[config.mk]
export PLATFORM = sky130hd
export DESIGN_NAME = srctl_top
export DESIGN_NICKNAME = d
export VERILOG_FILES = /design/src/common/srctl_pkg.sv /design/src/rtl/srctl_top.sv
export SDC_FILE = /design/constraint.sdc
export NUM_CORES = 1
export LEC_CHECK = 0
export BUFFER_PORTS_ARGS = -buffer_cell sky130_fd_sc_hd__buf_2
export CORE_UTILIZATION = 31
export DETAILED_ROUTE_END_ITERATION = 10
export PLACE_DENSITY_LB_ADDON = 0.08
export SYNTH_ARGS = -nofsm -noshare
export SYNTH_HDL_FRONTEND = slang
export SYNTH_SLANG_ARGS = --single-unit
[constraint.sdc]
create_clock -name core_clk_i -period 2.2 [get_ports core_clk_i]
set_input_delay 0.11 -clock core_clk_i [delete_from_list [all_inputs] [get_ports core_clk_i]]
set_output_delay 0.11 -clock core_clk_i [all_outputs]
set_load 0.01 [all_outputs]
[src/common/srctl_pkg.sv]
// System reset controller: constants, register indices, reset values, types.
// Assumes one 50 MHz system clock and AXI4-Lite register access.
package srctl_pkg;
	localparam int CLK_PERIOD_NS = 20;
	localparam int PIN_FILT_NS = 32000;
	localparam int PIN_FILT_CYC = (PIN_FILT_NS + CLK_PERIOD_NS - 1) / CLK_PERIOD_NS;
	localparam int HOLD_CYC = 16;
	localparam int NREG = 16;
	localparam int AW = 8;
	// Register indices, byte address is index times four
	localparam logic [3:0] IX_FLAGS = 4'h0, IX_IPRST = 4'h1, IX_CLK = 4'h2, IX_PWR = 4'h3;
	localparam logic [3:0] IX_BOD = 4'h4, IX_SRAML = 4'h5, IX_SRAMU = 4'h6, IX_CLKST = 4'h7;
	localparam logic [3:0] IX_PLL = 4'h8, IX_MISC = 4'h9, IX_WDT = 4'hA, IX_WALT = 4'hB;
	localparam logic [3:0] IX_WWCTL = 4'hC, IX_WWRLD = 4'hD, IX_WWST = 4'hE, IX_WWCNT = 4'hF;
	// Cause flag positions
	localparam int FLG_POR = 0, FLG_PIN = 1, FLG_WDT = 2, FLG_LVR = 3;
	localparam int FLG_BOD = 4, FLG_SYS = 5, FLG_CPU = 7, FLG_LOCK = 8;
	// Field positions
	localparam int IP_CHIP = 0, IP_CPU = 1;
	localparam int CLK_SEL_LSB = 0, CLK_DIV_LSB = 4;
	localparam int PL_LSB = 8, REG_TYPE = 12;
	localparam int BOD_EN = 0, BOD_WATCHDOG_RESET_ENABLE = 3, BOD_LVL_LSB = 16;
	localparam int CFG_WDTRST = 3, CFG_WATCHDOG_ENABLE = 4, CFG_BROWNOUT_ENABLE = 19, CFG_BORST = 20, CFG_BOV_LSB = 21;
	localparam int KS_LSB = 28, PKE_LSB = 26;
	localparam int LOW_SPEED_CRYSTAL_STABLE = 1;
	localparam int WCKEN = 0, LOW_SPEED_CRYSTAL_ENABLE = 1, PDM_LSB = 4, WSEL_LSB = 8;
	localparam int WDT_WATCHDOG_RESET_ENABLE = 1, WDT_EN = 7;
	// Reset values
	localparam logic [2:0] CLK_FULL_SEL = 3'h5, CLK_SYS_SEL = 3'h6;
	localparam logic [3:0] CLK_FULL_DIV = 4'h0, CLK_SYS_DIV = 4'h3;
	localparam logic [1:0] PL_RST = 2'h2, KS_RST = 2'h0, PKE_RST = 2'h2, WSEL_RST = 2'h3;
	localparam logic [31:0] SRAML_POR = 32'h0080_0000;
	localparam logic [31:0] CLKST_CLR = 32'h0000_0095;
	localparam logic [31:0] PLL_RST = 32'h0000_940A;
	localparam logic [31:0] WATCHDOG_CONTROL_RST = 32'h0000_0800;
	localparam logic [31:0] WINDOW_WATCHDOG_CONTROL_RST = 32'h003F_0800;
	localparam logic [31:0] WINDOW_WATCHDOG_COUNTER_RST = 32'h0000_003F;
	localparam logic [1:0] RESP_OKAY = 2'h0, RESP_SLVERR = 2'h2;

	typedef enum logic [3:0] {
		SRC_POR = 4'h0, SRC_PIN = 4'h1, SRC_WDT = 4'h2, SRC_LVR = 4'h3, SRC_BOD = 4'h4,
		SRC_LOCK = 4'h5, SRC_CHIP = 4'h6, SRC_SYS = 4'h7, SRC_CPU = 4'h8
	} srctl_src_t;

	typedef enum logic [0:0] {
		ST_RUN = 1'b0,
		ST_HOLD = 1'b1
	} srctl_state_t;

	typedef struct packed {
		logic wdt;
		logic lvr;
		logic bod;
		logic lockup;
		logic sysreq;
	} srctl_ev_t;
endpackage : srctl_pkg

[src/rtl/srctl_top.sv]
// System reset controller: source arbitration, pin glitch filter, per-source
// retention policy, sticky cause flags and an AXI4-Lite register slave.
// Assumes detector and core request inputs are synchronous to core_clk_i.
`timescale 1ns/1ps
module srctl_top
	import srctl_pkg::*;
(
	// Clock and power-on reset
	input wire logic core_clk_i,
	input wire logic reset_i,
	// Reset sources
	input wire logic external_reset_pin_n_i,
	input wire srctl_ev_t src_ev_i,
	input wire logic debug_mode_i,
	input wire logic [31:0] user_configuration_word_i,
	input wire logic [31:0] clk_status_set_i,
	// Reset outputs and retained state
	output logic core_reset_o,
	output logic periph_reset_o,
	output logic [NREG-1:0][31:0] ctrl_regs_o,
	// AXI4-Lite slave
	input wire logic [AW-1:0] s_axi_awaddr_i,
	input wire logic s_axi_awvalid_i,
	output logic s_axi_awready_o,
	input wire logic [31:0] s_axi_wdata_i,
	input wire logic [3:0] s_axi_wstrb_i,
	input wire logic s_axi_wvalid_i,
	output logic s_axi_wready_o,
	output logic [1:0] s_axi_bresp_o,
	output logic s_axi_bvalid_o,
	input wire logic s_axi_bready_i,
	input wire logic [AW-1:0] s_axi_araddr_i,
	input wire logic s_axi_arvalid_i,
	output logic s_axi_arready_o,
	output logic [31:0] s_axi_rdata_o,
	output logic [1:0] s_axi_rresp_o,
	output logic s_axi_rvalid_o,
	input wire logic s_axi_rready_i
);

////////////////////////////////////////////////////////////////////////////////

	function automatic logic reg_hit(input logic [AW-1:0] a);
		reg_hit = (a[AW-1:6] == '0);
	endfunction : reg_hit

	function automatic logic reg_writable(input logic [3:0] ix);
		reg_writable = !(ix inside {IX_FLAGS, IX_IPRST, IX_PWR, IX_CLKST});
	endfunction : reg_writable

	// New value of one register after a reset from source s
	function automatic logic [31:0] policy(input srctl_src_t s, input logic [3:0] ix,
		input logic [31:0] v, input logic [31:0] cfg);
		logic full;
		logic por;
		logic keep;
		full = s inside {SRC_POR, SRC_PIN, SRC_WDT, SRC_LVR, SRC_BOD, SRC_CHIP};
		por = (s == SRC_POR);
		keep = (s == SRC_CPU);
		policy = v;
		case (ix)
			IX_IPRST: begin
				if (por) policy[IP_CHIP] = 1'b0;
				policy[IP_CPU] = 1'b0;
			end
			IX_CLK: begin
				if (full) begin
					policy[CLK_SEL_LSB +: 3] = CLK_FULL_SEL;
					policy[CLK_DIV_LSB +: 4] = CLK_FULL_DIV;
				end else if (!keep) begin
					policy[CLK_SEL_LSB +: 3] = CLK_SYS_SEL;
					policy[CLK_DIV_LSB +: 4] = CLK_SYS_DIV;
				end
			end
			IX_PWR: begin
				if (full) policy[PL_LSB +: 2] = PL_RST;
				if (por) policy[REG_TYPE] = 1'b0;
			end
			IX_BOD: begin
				if (!keep && s != SRC_BOD) begin
					policy[BOD_EN] = cfg[CFG_BROWNOUT_ENABLE];
					policy[BOD_WATCHDOG_RESET_ENABLE] = cfg[CFG_BORST];
					policy[BOD_LVL_LSB +: 3] = cfg[CFG_BOV_LSB +: 3];
				end
			end
			IX_SRAML: begin
				if (por) policy = SRAML_POR;
				if (full) begin
					policy[KS_LSB +: 2] = KS_RST;
					policy[PKE_LSB +: 2] = PKE_RST;
				end
			end
			IX_SRAMU: if (por) policy = '0;
			IX_CLKST: begin
				if (!keep) policy = v & ~CLKST_CLR;
				if (por) policy[LOW_SPEED_CRYSTAL_STABLE] = 1'b0;
			end
			IX_PLL: if (!keep) policy = PLL_RST;
			IX_MISC: begin
				if (por || s == SRC_WDT || s == SRC_CHIP) policy[WCKEN] = 1'b1;
				if (por || s == SRC_PIN) policy[WSEL_LSB +: 2] = WSEL_RST;
				if (por) begin
					policy[LOW_SPEED_CRYSTAL_ENABLE] = 1'b0;
					policy[PDM_LSB +: 3] = 3'h0;
				end
			end
			IX_WDT: begin
				if (full) policy = WATCHDOG_CONTROL_RST;
				if (full || s == SRC_LOCK) begin
					policy[WDT_EN] = cfg[CFG_WATCHDOG_ENABLE];
					policy[WDT_WATCHDOG_RESET_ENABLE] = cfg[CFG_WDTRST];
				end
			end
			IX_WALT, IX_WWRLD, IX_WWST: if (full) policy = '0;
			IX_WWCTL: if (full) policy = WINDOW_WATCHDOG_CONTROL_RST;
			IX_WWCNT: if (full) policy = WINDOW_WATCHDOG_COUNTER_RST;
			default: policy = v;
		endcase
	endfunction : policy

////////////////////////////////////////////////////////////////////////////////
// Pin synchroniser and glitch filter

	logic pin_s1_q, pin_s2_q, pin_filt_q, pin_filt_d;
	logic [10:0] pin_cnt_q, pin_cnt_d;

	always_comb begin
		pin_filt_d = pin_filt_q;
		pin_cnt_d = '0;
		if (pin_s2_q != pin_filt_q) begin
			if (pin_cnt_q == 11'(PIN_FILT_CYC)) pin_filt_d = pin_s2_q;
			else pin_cnt_d = pin_cnt_q + 11'd1;
		end
	end

	always_ff @(posedge core_clk_i) begin
		if (reset_i) begin
			pin_s1_q <= 1'b1;
			pin_s2_q <= 1'b1;
			pin_filt_q <= 1'b1;
			pin_cnt_q <= '0;
		end else begin
			pin_s1_q <= external_reset_pin_n_i;
			pin_s2_q <= pin_s1_q;
			pin_filt_q <= pin_filt_d;
			pin_cnt_q <= pin_cnt_d;
		end
	end

////////////////////////////////////////////////////////////////////////////////
// Reset sequencer

	srctl_state_t state_q, state_d;
	srctl_src_t src_q, src_d;
	logic apply_q, apply_d;
	logic [4:0] hold_cnt_q, hold_cnt_d;
	logic chip_req_q, chip_req_d, cpu_req_q, cpu_req_d;
	logic [NREG-1:0][31:0] regs_q, regs_d;
	logic [AW-1:0] aw_a_q, ar_ix_a;
	logic aw_v_q, w_v_q, bvalid_q, rvalid_q, wr_fire;
	logic [31:0] w_d_q, rdata_q, wr_mask;
	logic [3:0] w_s_q, wr_ix;
	logic [1:0] bresp_q, rresp_q;

	always_comb begin
		state_d = state_q;
		src_d = src_q;
		apply_d = 1'b0;
		hold_cnt_d = hold_cnt_q;
		chip_req_d = chip_req_q;
		cpu_req_d = cpu_req_q;
		if (wr_fire && reg_hit(aw_a_q) && wr_ix == IX_IPRST) begin
			chip_req_d = chip_req_q | (w_d_q[IP_CHIP] & wr_mask[IP_CHIP]);
			cpu_req_d = cpu_req_q | (w_d_q[IP_CPU] & wr_mask[IP_CPU]);
		end
		case (state_q)
			ST_RUN: begin
				state_d = ST_HOLD;
				apply_d = 1'b1;
				hold_cnt_d = '0;
				if (!pin_filt_q) src_d = SRC_PIN;
				else if (src_ev_i.wdt) src_d = SRC_WDT;
				else if (src_ev_i.lvr) src_d = SRC_LVR;
				else if (src_ev_i.bod) src_d = SRC_BOD;
				else if (src_ev_i.lockup && !debug_mode_i) src_d = SRC_LOCK;
				else if (chip_req_q) src_d = SRC_CHIP;
				else if (src_ev_i.sysreq) src_d = SRC_SYS;
				else if (cpu_req_q) src_d = SRC_CPU;
				else begin
					state_d = ST_RUN;
					apply_d = 1'b0;
				end
				if (state_d == ST_HOLD) begin
					chip_req_d = 1'b0;
					cpu_req_d = 1'b0;
				end
			end
			ST_HOLD: begin
				if (hold_cnt_q != 5'(HOLD_CYC - 1)) hold_cnt_d = hold_cnt_q + 5'd1;
				else if (!(src_q == SRC_PIN && !pin_filt_q)) state_d = ST_RUN;
			end
			default: state_d = ST_HOLD;
		endcase
	end

	always_ff @(posedge core_clk_i) begin
		if (reset_i) begin
			state_q <= ST_HOLD;
			src_q <= SRC_POR;
			apply_q <= 1'b1;
			hold_cnt_q <= '0;
			chip_req_q <= 1'b0;
			cpu_req_q <= 1'b0;
		end else begin
			state_q <= state_d;
			src_q <= src_d;
			apply_q <= apply_d;
			hold_cnt_q <= hold_cnt_d;
			chip_req_q <= chip_req_d;
			cpu_req_q <= cpu_req_d;
		end
	end

	// Core-only reset leaves peripherals running
	assign core_reset_o = reset_i | (state_q == ST_HOLD);
	assign periph_reset_o = reset_i | (state_q == ST_HOLD && src_q != SRC_CPU);

////////////////////////////////////////////////////////////////////////////////
// Registers: writes, then reset policy, then hardware sets (set wins)

	for (genvar b = 0; b < 4; b++) begin : g_mask
		assign wr_mask[8*b +: 8] = {8{w_s_q[b]}};
	end

	assign wr_fire = aw_v_q & w_v_q & ~bvalid_q;
	assign wr_ix = aw_a_q[5:2];

	always_comb begin
		regs_d = regs_q;
		if (wr_fire && reg_hit(aw_a_q)) begin
			if (wr_ix == IX_FLAGS) begin
				regs_d[IX_FLAGS] = regs_q[IX_FLAGS] & ~(w_d_q & wr_mask);
			end else if (wr_ix == IX_IPRST) begin
				regs_d[IX_IPRST][IP_CHIP] = regs_q[IX_IPRST][IP_CHIP] | (w_d_q[IP_CHIP] & wr_mask[IP_CHIP]);
			end else if (reg_writable(wr_ix)) begin
				regs_d[wr_ix] = (regs_q[wr_ix] & ~wr_mask) | (w_d_q & wr_mask);
			end
		end
		if (state_q == ST_HOLD && apply_q) begin
			for (int i = 1; i < NREG; i++) begin
				regs_d[i] = policy(src_q, 4'(i), regs_d[i], user_configuration_word_i);
			end
			case (src_q)
				SRC_POR, SRC_CHIP: regs_d[IX_FLAGS][FLG_POR] = 1'b1;
				SRC_PIN: regs_d[IX_FLAGS][FLG_PIN] = 1'b1;
				SRC_WDT: regs_d[IX_FLAGS][FLG_WDT] = 1'b1;
				SRC_LVR: regs_d[IX_FLAGS][FLG_LVR] = 1'b1;
				SRC_BOD: regs_d[IX_FLAGS][FLG_BOD] = 1'b1;
				SRC_SYS: regs_d[IX_FLAGS][FLG_SYS] = 1'b1;
				SRC_CPU: regs_d[IX_FLAGS][FLG_CPU] = 1'b1;
				SRC_LOCK: regs_d[IX_FLAGS][FLG_LOCK] = 1'b1;
				default: regs_d[IX_FLAGS] = regs_d[IX_FLAGS];
			endcase
		end
		regs_d[IX_CLKST] = regs_d[IX_CLKST] | clk_status_set_i;
	end

	// Flags are cleared only by power-on or by writing ones to them; other sources must not erase history
	always_ff @(posedge core_clk_i) begin
		if (reset_i) begin
			regs_q <= '0;
		end else begin
			regs_q <= regs_d;
		end
	end

	assign ctrl_regs_o = regs_q;

////////////////////////////////////////////////////////////////////////////////
// AXI4-Lite slave

	assign s_axi_awready_o = ~aw_v_q & ~bvalid_q;
	assign s_axi_wready_o = ~w_v_q & ~bvalid_q;
	assign s_axi_arready_o = ~rvalid_q;
	assign ar_ix_a = s_axi_araddr_i;

	always_ff @(posedge core_clk_i) begin
		if (reset_i) begin
			aw_v_q <= 1'b0;
			w_v_q <= 1'b0;
			aw_a_q <= '0;
			w_d_q <= '0;
			w_s_q <= '0;
			bvalid_q <= 1'b0;
			bresp_q <= RESP_OKAY;
			rvalid_q <= 1'b0;
			rdata_q <= '0;
			rresp_q <= RESP_OKAY;
		end else begin
			if (s_axi_awvalid_i && s_axi_awready_o) begin
				aw_v_q <= 1'b1;
				aw_a_q <= s_axi_awaddr_i;
			end
			if (s_axi_wvalid_i && s_axi_wready_o) begin
				w_v_q <= 1'b1;
				w_d_q <= s_axi_wdata_i;
				w_s_q <= s_axi_wstrb_i;
			end
			if (wr_fire) begin
				aw_v_q <= 1'b0;
				w_v_q <= 1'b0;
				bvalid_q <= 1'b1;
				bresp_q <= reg_hit(aw_a_q) ? RESP_OKAY : RESP_SLVERR;
			end else if (bvalid_q && s_axi_bready_i) begin
				bvalid_q <= 1'b0;
			end
			if (s_axi_arvalid_i && s_axi_arready_o) begin
				rvalid_q <= 1'b1;
				rdata_q <= reg_hit(ar_ix_a) ? regs_q[ar_ix_a[5:2]] : '0;
				rresp_q <= reg_hit(ar_ix_a) ? RESP_OKAY : RESP_SLVERR;
			end else if (rvalid_q && s_axi_rready_i) begin
				rvalid_q <= 1'b0;
			end
		end
	end

	assign s_axi_bvalid_o = bvalid_q;
	assign s_axi_bresp_o = bresp_q;
	assign s_axi_rvalid_o = rvalid_q;
	assign s_axi_rdata_o = rdata_q;
	assign s_axi_rresp_o = rresp_q;
endmodule : srctl_top

======== Word-level counts from Yosys, hierarchy flattened ========
Index checks and enable logic that the tools add are counted.
storage, ports and cells
  logic and storage cells ................. 209
  output and inout bits ................... 555
  flip-flop bits (word level) ............. 623
operators by class
  eq/ne operators ......................... 18
  bitwise gates (word level) .............. 27
  add/subtract/negate cells ............... 2
  reductions and logical operators ........ 35
  magnitude comparators ................... 3
  muxes and demuxes ....................... 87
operators with widths
  cell                     count
  $mux W512                3
  $bwmux W512              1
  $mux W32                 15
  $mux W480                1
  $mux W479                1
  $bmux W32 S4             2
  $demux W32 S4            1
  $and A32 B32 Y32         3
  $not A32 Y32             2
  $or A32 B32 Y32          2
  $mux W4                  11
  $mux W1                  40
  $eq A4 B3 Y1 const B     5
  $logic_and A1 B1 Y1      13
  $eq A4 B2 Y1 const B     3
  $mux W3                  4
  $add A11 B1 Y11 const B  1
  $eq A11 B11 Y1 const B   1
  $lt A4 B5 Y1 const B     2
  $pmux W5 S2              1
  $not A1 Y1               9
  $eq A4 B1 Y1 const B     2
  $logic_not A4 Y1         2
  $mux W2                  4
  24 further kinds         43

======== Longest topological paths before layout ========
Gate-level depths: netlist (run 1).
  depth in word-level cells ............... 13
  gate-level depth with buffers ........... 9

======== Worst setup path before layout (run 1) ========
Ideal clock, no wire load.
  kind .................................... reg-to-reg
  from .................................... reg aw_a_q[2]
  to ...................................... reg regs_q (netlist bit ctrl_regs_o[374])
  stages on the path, launching flop included .. 8
  path buffers ............................ 4
  library setup time ...................... 0.134 ns
  setup slack ............................. 0.007 ns
  data required time ...................... 2.066 ns
  arrival ................................. 2.059 ns
  path through ............................ dfxtp_1 buf_6 buf_6 buf_4 mux4_2 a221oi_1 buf_2 a211oi_1
on the way
  longest elaborated chain between the ends .. 11
  elaborated cells between the ends (all ways) .. 21
  classes of those cells .................. 2 x order compare; 3 x eq/ne; 11 x mux; 2 x bitwise; 3 x reduce/logical
RTL lines
  element                                                                RTL line          text
  start, declared                                                        srctl_top.sv:159  logic [AW-1:0] aw_a_q, ar_ix_a;
  start signal, assigned                                                 srctl_top.sv:302  aw_a_q <= s_axi_awaddr_i;
  $lt A4 B5 Y1 (not written as such), or another cell as far along       srctl_top.sv:246  regs_d[wr_ix] = (regs_q[wr_ix] & ~wr_mask) | (w_d_q & wr_mask);
  $logic_and A1 B1 Y1 (not written as such) or $mux W32 (tied branches)  srctl_top.sv:246
  $mux W32 (not written as such) or $and A32 B32 Y32 (tied branches)     srctl_top.sv:246
  $demux W32 S4 or $or A32 B32 Y32 (tied branches)                       srctl_top.sv:246
  $bwmux W512                                                            srctl_top.sv:246
  $mux W512                                                              srctl_top.sv:245  end else if (reg_writable(wr_ix)) begin
  $mux W479                                                              srctl_top.sv:243  end else if (wr_ix == IX_IPRST) begin
  $mux W480 (*)                                                          srctl_top.sv:241  if (wr_ix == IX_FLAGS) begin
  $mux W512 (*)                                                          srctl_top.sv:240  if (wr_fire && reg_hit(aw_a_q)) begin
  $mux W32                                                               srctl_top.sv:114  IX_WALT, IX_WWRLD, IX_WWST: if (full) policy = '0;
  $mux W512 (*)                                                          srctl_top.sv:249  if (state_q == ST_HOLD && apply_q) begin
  end signal, assigned                                                   srctl_top.sv:273  regs_q <= regs_d;
  end, declared                                                          srctl_top.sv:158  logic [NREG-1:0][31:0] regs_q, regs_d;
Mark *: on every way between the ends. The rest lies on a longest branch, timed or not. The select of a mux whose other input is x is not followed.
A chain may end at the register's enable or synchronous reset.

==> results.txt, run 1 <==
After synthesis, flip-flops and latches occupy 43.10% of the total area. Summed over all layers, the global routing overflow is 0. The tree built by TritonCTS fans out to 619 sinks. TritonCTS built the clock tree. The tools report the number of antenna violations at the first check in global routing as 7. In this run the count of I/O pins placed on the die edge is 685. The tools report the slack of the worst reg-to-reg path as -0.07 ns.

The flow ran to the end, but the final reports show violations. In this run the mean area of a mapped cell was 10.08 um^2. The worst register-to-register path begins at aw_a_q[3].

In this run the biggest area consumer among cell types represents 43.10% of the synthesized area. For this design the ratio of total power to cell area is 689.6 nW/um^2. The synthesized design contains 619 register bits.

The logs give 3925 for the final layout net count and 31.32% for the initial core utilization. Yosys mapped a number of flops with a built-in enable equal to 0. Per report_power, the clock group accounts for 45.2% of the total. For this design the total switching power over the nets is 0.007709 W.

The routed design has 159200 um of wire. Data on the critical path arrives at its endpoint at 2.75 ns. The relative area change from synthesis to final layout was 44.25%. The width of the chip was 306.6 um; the clock slew at the register clock pins of the worst setup and hold paths was 0.06 ns. The worst hold path depth was 5; the fraction of final layout cells sized beyond drive strength 1 was 40.81%. Setup repair after global routing could not meet its margin everywhere. The instance count of the mapped netlist came out at 2853. For the number of global-route vias before repair, the log shows 26700.

The CTS buffer count is 75. The run gives 3 as the number of H-tree levels. The routed length per placed instance works out to 31.27 um. Sorting the synthesized cells by how often they occur yields sky130_fd_sc_hd__dfxtp_1 (619), sky130_fd_sc_hd__nor2_1 (340), sky130_fd_sc_hd__a21oi_1 (224), sky130_fd_sc_hd__a211oi_1 (206), sky130_fd_sc_hd__mux2i_1 (199).

Clock skew on the completed layout was measured at 0.02624 ns. The transition at the pin with the smallest max-transition slack is 0.6608 ns. In this run the remaining antenna-violating nets after routing total 0. The logs give 3118 for the number of DRC markers after the initial detailed-route iteration and 0.9462 for the routability-driven placement congestion ratio.

Net switching is 26.95% of the power. The cell area that synthesis handed to floorplanning was 28750 um^2. The number of cells on the worst reg-to-reg path is 7.

For the final-report max-slew violation count, the log shows 0. The worst hold path terminates at aw_v_q. The worst-case IR drop observed on VDD is 0.4592 mV.

The largest total area in the synthesized netlist belongs to sky130_fd_sc_hd__dfxtp_1. The endpoint kind of the worst setup timing path was a register. The share of synthesized flip-flops with an asynchronous set or reset is 0%, and the maximum number of buffers from clock root to sink is 3. The wire-length estimate of the detail-placed layout is 113700 um.

Highest fanout seen on the critical path: 6. Per report_power, the sequential group accounts for 40.7% of the total. The floorplan step set the die height to 306.6 um.

For this block, the via count after detailed routing is 29150. For this run, the number of Yosys warnings is 0. In this run the standard cell core region covers 91800 um^2. By instance count, the leading cell after synthesis is sky130_fd_sc_hd__dfxtp_1. Clock latency on the worst-skew pair, taken at its later pin, is 0.63 ns. The tools report the type of origin of the critical path as a register. The number of setup violations in the final report came out at 82. In the routed design, unresolved DRC markers number 0. The number of placed instances, taps included, is 4786. The reported max-cap violation count was 0; the number of filler instances in the final layout was 8766. The logs give -0.2495 ns for the worst-case setup slack after placement and -0.06894 ns for the smallest setup slack after layout. The worst path uses 103.1% of the clock period.

The run gives 0.02089 W as the cell-internal power. The first global-routing pass estimated 212000 um of wire. In the post-synthesis netlist, the biggest area contributors are sky130_fd_sc_hd__dfxtp_1 (43%), sky130_fd_sc_hd__mux4_2 (14%), sky130_fd_sc_hd__mux2i_1 (6.9%), sky130_fd_sc_hd__a211oi_1 (5.4%), sky130_fd_sc_hd__nor2_1 (4.4%).

In the global route stage, overall resource usage came out at 31.59%. The critical path in this run is classified as reg2reg. The floorplan step defined a die boundary enclosing 93980 um^2. Entering global routing, the biggest net connects 76 pins. Per-cell via count in the routed design: 5.726. The worst endpoint required time is 2.68 ns. The tools report the maximum clock frequency as 440.7 MHz. The floorplan has 111 rows.

The count of buffers inserted at the top-level ports came out at 653. The dominant register cell in the synthesized netlist was sky130_fd_sc_hd__dfxtp_1. Combinational logic is responsible for 14.0% of the overall power. Number of iterations in the first detailed-routing pass: 6. Leaving out filler cells and counting taps, the final layout contains 5091.

For this design the static power due to leakage is 17.23 nW. For the final sum of negative setup slack, the log shows -2.026 ns. The tightest min-delay check is of the in2reg type. The critical hold path startpoint was s_axi_awvalid_i.

CTS placed an instance of sky130_fd_sc_hd__clkbuf_16 at the clock tree root. The count of endpoints failing hold in the final timing report is 0. After layout, the minimum clock period comes to 2.269 ns. The normalized max-slew margin is 55.85%.

The final reports fail on setup timing. Synthesis instantiated 73 different standard cells from the library.
-- power by group through the flow --
stage	Combinational, W	Sequential (W)	Clock [W]
floorplan	0.00162	0.0118	0
global placement	0.00324	0.0119	0
detailed placement	0.00326	0.0119	0
CTS	0.00352	0.0116	0.0131
global route	0.00417	0.0117	0.0136
finish	0.00401	0.0116	0.0129
-- through the flow --
stage	total power (W)	hold WS, ns	util (%)	instance area, um^2
3_3_place_gp	0.01511	0.3109	38.93	35740
2_1_floorplan	0.01342	0.2138	-	28760
4_1_cts	0.02825	0.01631	43.26	39710
3_5_place_dp	0.01514	0.3163	38.93	35740
5_1_grt	0.02941	0.07366	45.18	41480
6_report	0.02860	0.05101	45.18	41480
-- kinds of logic (layout without fill, tap and decap cells) --
group,Yosys count,count (layout),synth area share (%)
simple gates,716,716,11.47
other cells,1,3,0.01304
mux,400,400,22.10
compound gates,809,809,18.22
buf+inv,290,1283,4.499
flops,619,619,43.10
fa+ha+maj,4,4,0.1741
xor+xnor,14,14,0.4264
-- layout by cell type, fill, tap and decap left out, drive strengths merged, types with 7 or more instances in the layout --
cell type    count
nand3           20
clkbuf         130
a221oi          10
dfxtp          619
o21ai          159
and3            35
a31oi            9
a21o            34
a32o            18
dlygate4sd3     97
clkinv          11
and2            15
o22ai           44
a21oi          224
nand2b          10
nand2          144
inv             14
mux2            15
a211oi         206
nor2b           73
mux4           186
xor2             8
buf           1021
mux2i          199
nor4            12
nor3            32
a22oi           58
nor2           344
a311oi           7
-- critical path, stage by stage (launching register included) --
cell	delay, ns
sky130_fd_sc_hd__dfxtp_4	0.41
sky130_fd_sc_hd__buf_12	0.16
sky130_fd_sc_hd__buf_8	0.13
sky130_fd_sc_hd__buf_16	0.15
sky130_fd_sc_hd__mux4_2	0.54
sky130_fd_sc_hd__a221oi_4	0.41
sky130_fd_sc_hd__buf_6	0.22
sky130_fd_sc_hd__a211oi_2	0.08
-- cell type report --
type,instances,area (um^2),share of cell area [%]
inverters,13,48.80,0.1176
well taps,1243,1555,3.750
repair buffers,1137,8850,21.34
clock buffers,113,2255,5.436
multi-input cells,1945,16110,38.84
clock inverters,20,259.0,0.6244
diodes,1,2.502,0.006033
flip-flops and latches,619,12400,29.89
-- layer usage --
metal  part of all wire [%]  GRT usage [%]  wire [um]
met4                    2.9          9.349       4537
met1                     44          44.79      69860
met5                 0.0082              0         13
met2                     43          46.61      69110
met3                    9.8          8.567      15670
-- worst max path at each step --
stage / startpoint / to / slack, ns / depth (start not counted)
floorplan: aw_a_q[2] / ctrl_regs_o[374] / 0.007 / 7
global placement: aw_a_q[3] / ctrl_regs_o[258] / -0.21 / 8
detailed placement: aw_a_q[5] / ctrl_regs_o[357] / -0.25 / 7
CTS: aw_a_q[2] / register / -0.13 / 7
global route: aw_a_q[2] / register / -0.18 / 7
finish: aw_a_q[3] / register / -0.07 / 7
-- repair_timing --
action / 4_1_cts / 5_1_grt
pin swaps: 4 / 63
resized for setup: 39 / 231
cloned: 6 / 19
endpoints found under the setup margin: 204 / 286
setup buffers: 14 / 41
endpoints found under the hold margin: 105 / 0
hold buffers: 97 / 0
Note: power is estimated with default switching activity, not from simulation.
==> inputs of run 2 (changes only) <==
- SETUP_SLACK_MARGIN: unset -> 0.4
==> results.txt, run 2 (same netlist as run 1, synthesis figures left out) <==
The run finished, with violations left. The checks that failed: hold timing, setup timing. The met1 usage in global routing was 44.60% (-0.18 points); the number of buffers inserted for hold repair after clock tree synthesis was 96 (-1.0%). After global routing, the most crowded layer is met2. The per-cell via count in the routed design works out to 5.784 (+1.0%). In the layout the commonest cells are sky130_fd_sc_hd__buf_2 (649), sky130_fd_sc_hd__dfxtp_1 (613), sky130_fd_sc_hd__nor2_1 (324). The normalized max-slew margin came out at 43.97% (-12 points).

TritonCTS built the clock tree. The classification of the worst-slack hold path was in2reg. The total routing resource utilization after global routing came out at 31.88% (+0.28 points).

The tools report the post-detailed-route count of antenna-violating nets as 0 (unchanged). CTS placed an instance of sky130_fd_sc_hd__clkbuf_16 at the clock tree root. The final critical delay including setup and external delays was 2.270 ns (+0.001261 ns); the leakage power figure was 17.99 nW (+4.4%). The count of vias placed by the detailed router came out at 29990 (+2.9%).

The final layout net count is 4014 (+2.3%), and the number of DRC markers after the initial detailed-route iteration is 2777 (-11%). The run gives 0 (unchanged) as the final-report max-slew violation count. The placement row count came out at 111 (unchanged).

The library cell used most frequently in the layout, excluding fill and tap cells, is sky130_fd_sc_hd__buf_2. The data arrival at the endpoint of the critical path was 2.76 ns (about the same); the number of global-route vias before repair was 27480 (+2.9%). The wire length of the first global-routing pass was 214700 um (+1.3%); the final routed DRC violation total was 0 (unchanged).

The global-route met2 utilization is 48.28% (+1.7 points), and the final period utilization is 103.2% (about the same). The transition at the pin with the smallest max-transition slack came out at 0.8395 ns (+0.1787 ns). The run gives 685 (unchanged) as the number of primary I/O pins.

The tools report the final sum of negative setup slack as -1.454 ns (+0.5714 ns). The type of origin of the critical path is a register. The worst endpoint required time came out at 2.69 ns (about the same).

The core area is 91800 um^2 (unchanged). The pin count of the biggest net entering global routing is 63 (-17%), and the met3 usage is 8.249% (-0.32 points). For the smallest setup slack after layout, the log shows -0.07020 ns (-0.001261 ns). Endpoint kind of the worst setup timing path: a register. The critical path goes through buf_12 > buf_6 > nor2b_4 > buf_6 > buf_12 > a22oi_2 > a32o_2 > a221oi_2 > buf_4 > a211oi_1. For the maximum number of buffers from clock root to sink, the log shows 3 (unchanged). The reported max-cap violation count is 0 (unchanged). The detailed placement HPWL came out at 115400 um (+1.5%). The area of all placed cells without fillers was 44000 um^2 (+6.1%).

The highest fanout seen on the critical path works out to 7 (+1). The number of antenna violations at the first check in global routing came out at 7 (unchanged). The tools report the die outline area as 93980 um^2 (unchanged). The worst ir drop on vdd came out at 0.4615 mV (+0.49%). The type of the worst setup path is reg2reg.

The count of endpoints failing hold in the final timing report is 10 (+10). The area of the multi-input gates is 17520 um^2 (+8.8%), and the routability-driven placement congestion ratio is 0.9293 (-1.8%). The initial core utilization was 31.32% (unchanged); the clock slew at the register clock pins of the worst setup and hold paths was 0.06 ns (about the same).

For the number of clock sinks, the log shows 619 (unchanged). Setup repair after global routing could not meet its margin everywhere. The relative area change from synthesis to final layout was 53.04%. In this design, the largest share of critical-path delay is due to buffers and inverters.

The run gives 0.64 ns (about the same) as the clock network latency to the later pin of the worst-skew pair. The global-route congestion overflow total was 0 (unchanged); the power density over cell area was 662.7 nW/um^2 (-3.9%). The routed length per placed instance came out at 31.57 um (+0.97%). The die span in y works out to 306.6 um (unchanged). The number of filler instances in the final layout came out at 8647 (-1.4%).

The logs give -0.3216 ns (-0.07207 ns) for the worst-case setup slack after placement and 12410 um^2 (about the same) for the area occupied by registers. The CTS buffer count is 75 (unchanged). The count of buffers inserted at the top-level ports is 653 (unchanged), and the total wirelength of the detailed-routed design is 163700 um (+2.8%). Worst clock skew on the final layout: 0.02877 ns (+0.002528 ns). The worst hold margin was -0.1311 ns (-0.1821 ns); the width of the chip was 306.6 um (unchanged).

The maximum clock frequency came out at 440.5 MHz (about the same). The largest stage delay on the critical path is 0.39 ns (-0.15 ns). The number of setup violations in the final report was 62 (-24%). The number of H-tree levels was 3 (unchanged); the fraction of final layout cells sized beyond drive strength 1 was 48.86% (+8.0 points). The total placed instance area was 35940 um^2 (+0.54%); the final core area utilization was 47.93% (+2.8 points). Master of the slowest instance on the critical path: sky130_fd_sc_hd__dfxtp_4. The worst path buffer plus inverter count is 5 (+1). The tools report the number of iterations in the first detailed-routing pass as 8 (+2).
==> run 2: changes by cell type in the layout (fill, tap and decap cells not counted), sizes merged, moves of 2 or more <==
cell / before / now
buf: 1021 / 1106
bufbuf: 2 / 0
clkbuf: 130 / 123
clkinv: 11 / 26
==> run 2: through the flow <==
stage / total power, W / cells
after floorplan: 0.01356 / 2854
after global placement: 0.01518 / 4792
after detailed placement: 0.01521 / 4792
after CTS: 0.02854 / 5069
after global routing: 0.02992 / 5184
final: 0.02916 / 5185
==> run 2: repair_timing <==
action,in CTS,in global routing
setup endpoints to repair,434,440
hold endpoints to repair,97,10
pin swaps,23,128
buffers inserted,38,88
resized for setup,132,482
gates cloned,6,26
==> run 2: layer usage <==
layer	up-vias	part of all wire, %
li1	12720	-
met5	-	0.0079
met3	245	9.5
met4	2	3.1
met2	1584	44
met1	15440	43
==> run 2: path summary, 6_finish.rpt <==
check                        start               end  slack (ns)  cells past startpoint
setup / recovery         aw_a_q[2]  ctrl_regs_o[284]       -0.07                     10
hold / removal             reset_i         aw_a_q[5]       -0.13                      2
setup reg to reg         aw_a_q[2]  ctrl_regs_o[284]       -0.07                     10
hold reg to reg   s_axi_rdata_o[4]  s_axi_rdata_o[4]        0.44                      1
==> run 2: report_power, final <==
group	internal, W	switching (W)	leakage (nW)	total (W)
Sequential	0.0114	0.000273	5.02	0.0117
Combinational	0.00204	0.00251	11.7	0.00455
Clock	0.00773	0.00523	1.28	0.0130
Total	0.0211	0.00801	18.0	0.0292
==> run 2: layout make-up <==
type | instances | area share (%)
clock inverter | 36 | 0.8303
sequential | 619 | 28.20
timing repair buffer | 1224 | 22.58
tap | 1243 | 3.534
clock buffer | 101 | 4.925
inverter | 13 | 0.1109
antenna | 2 | 0.01137
multi-input combinational | 1947 | 39.81
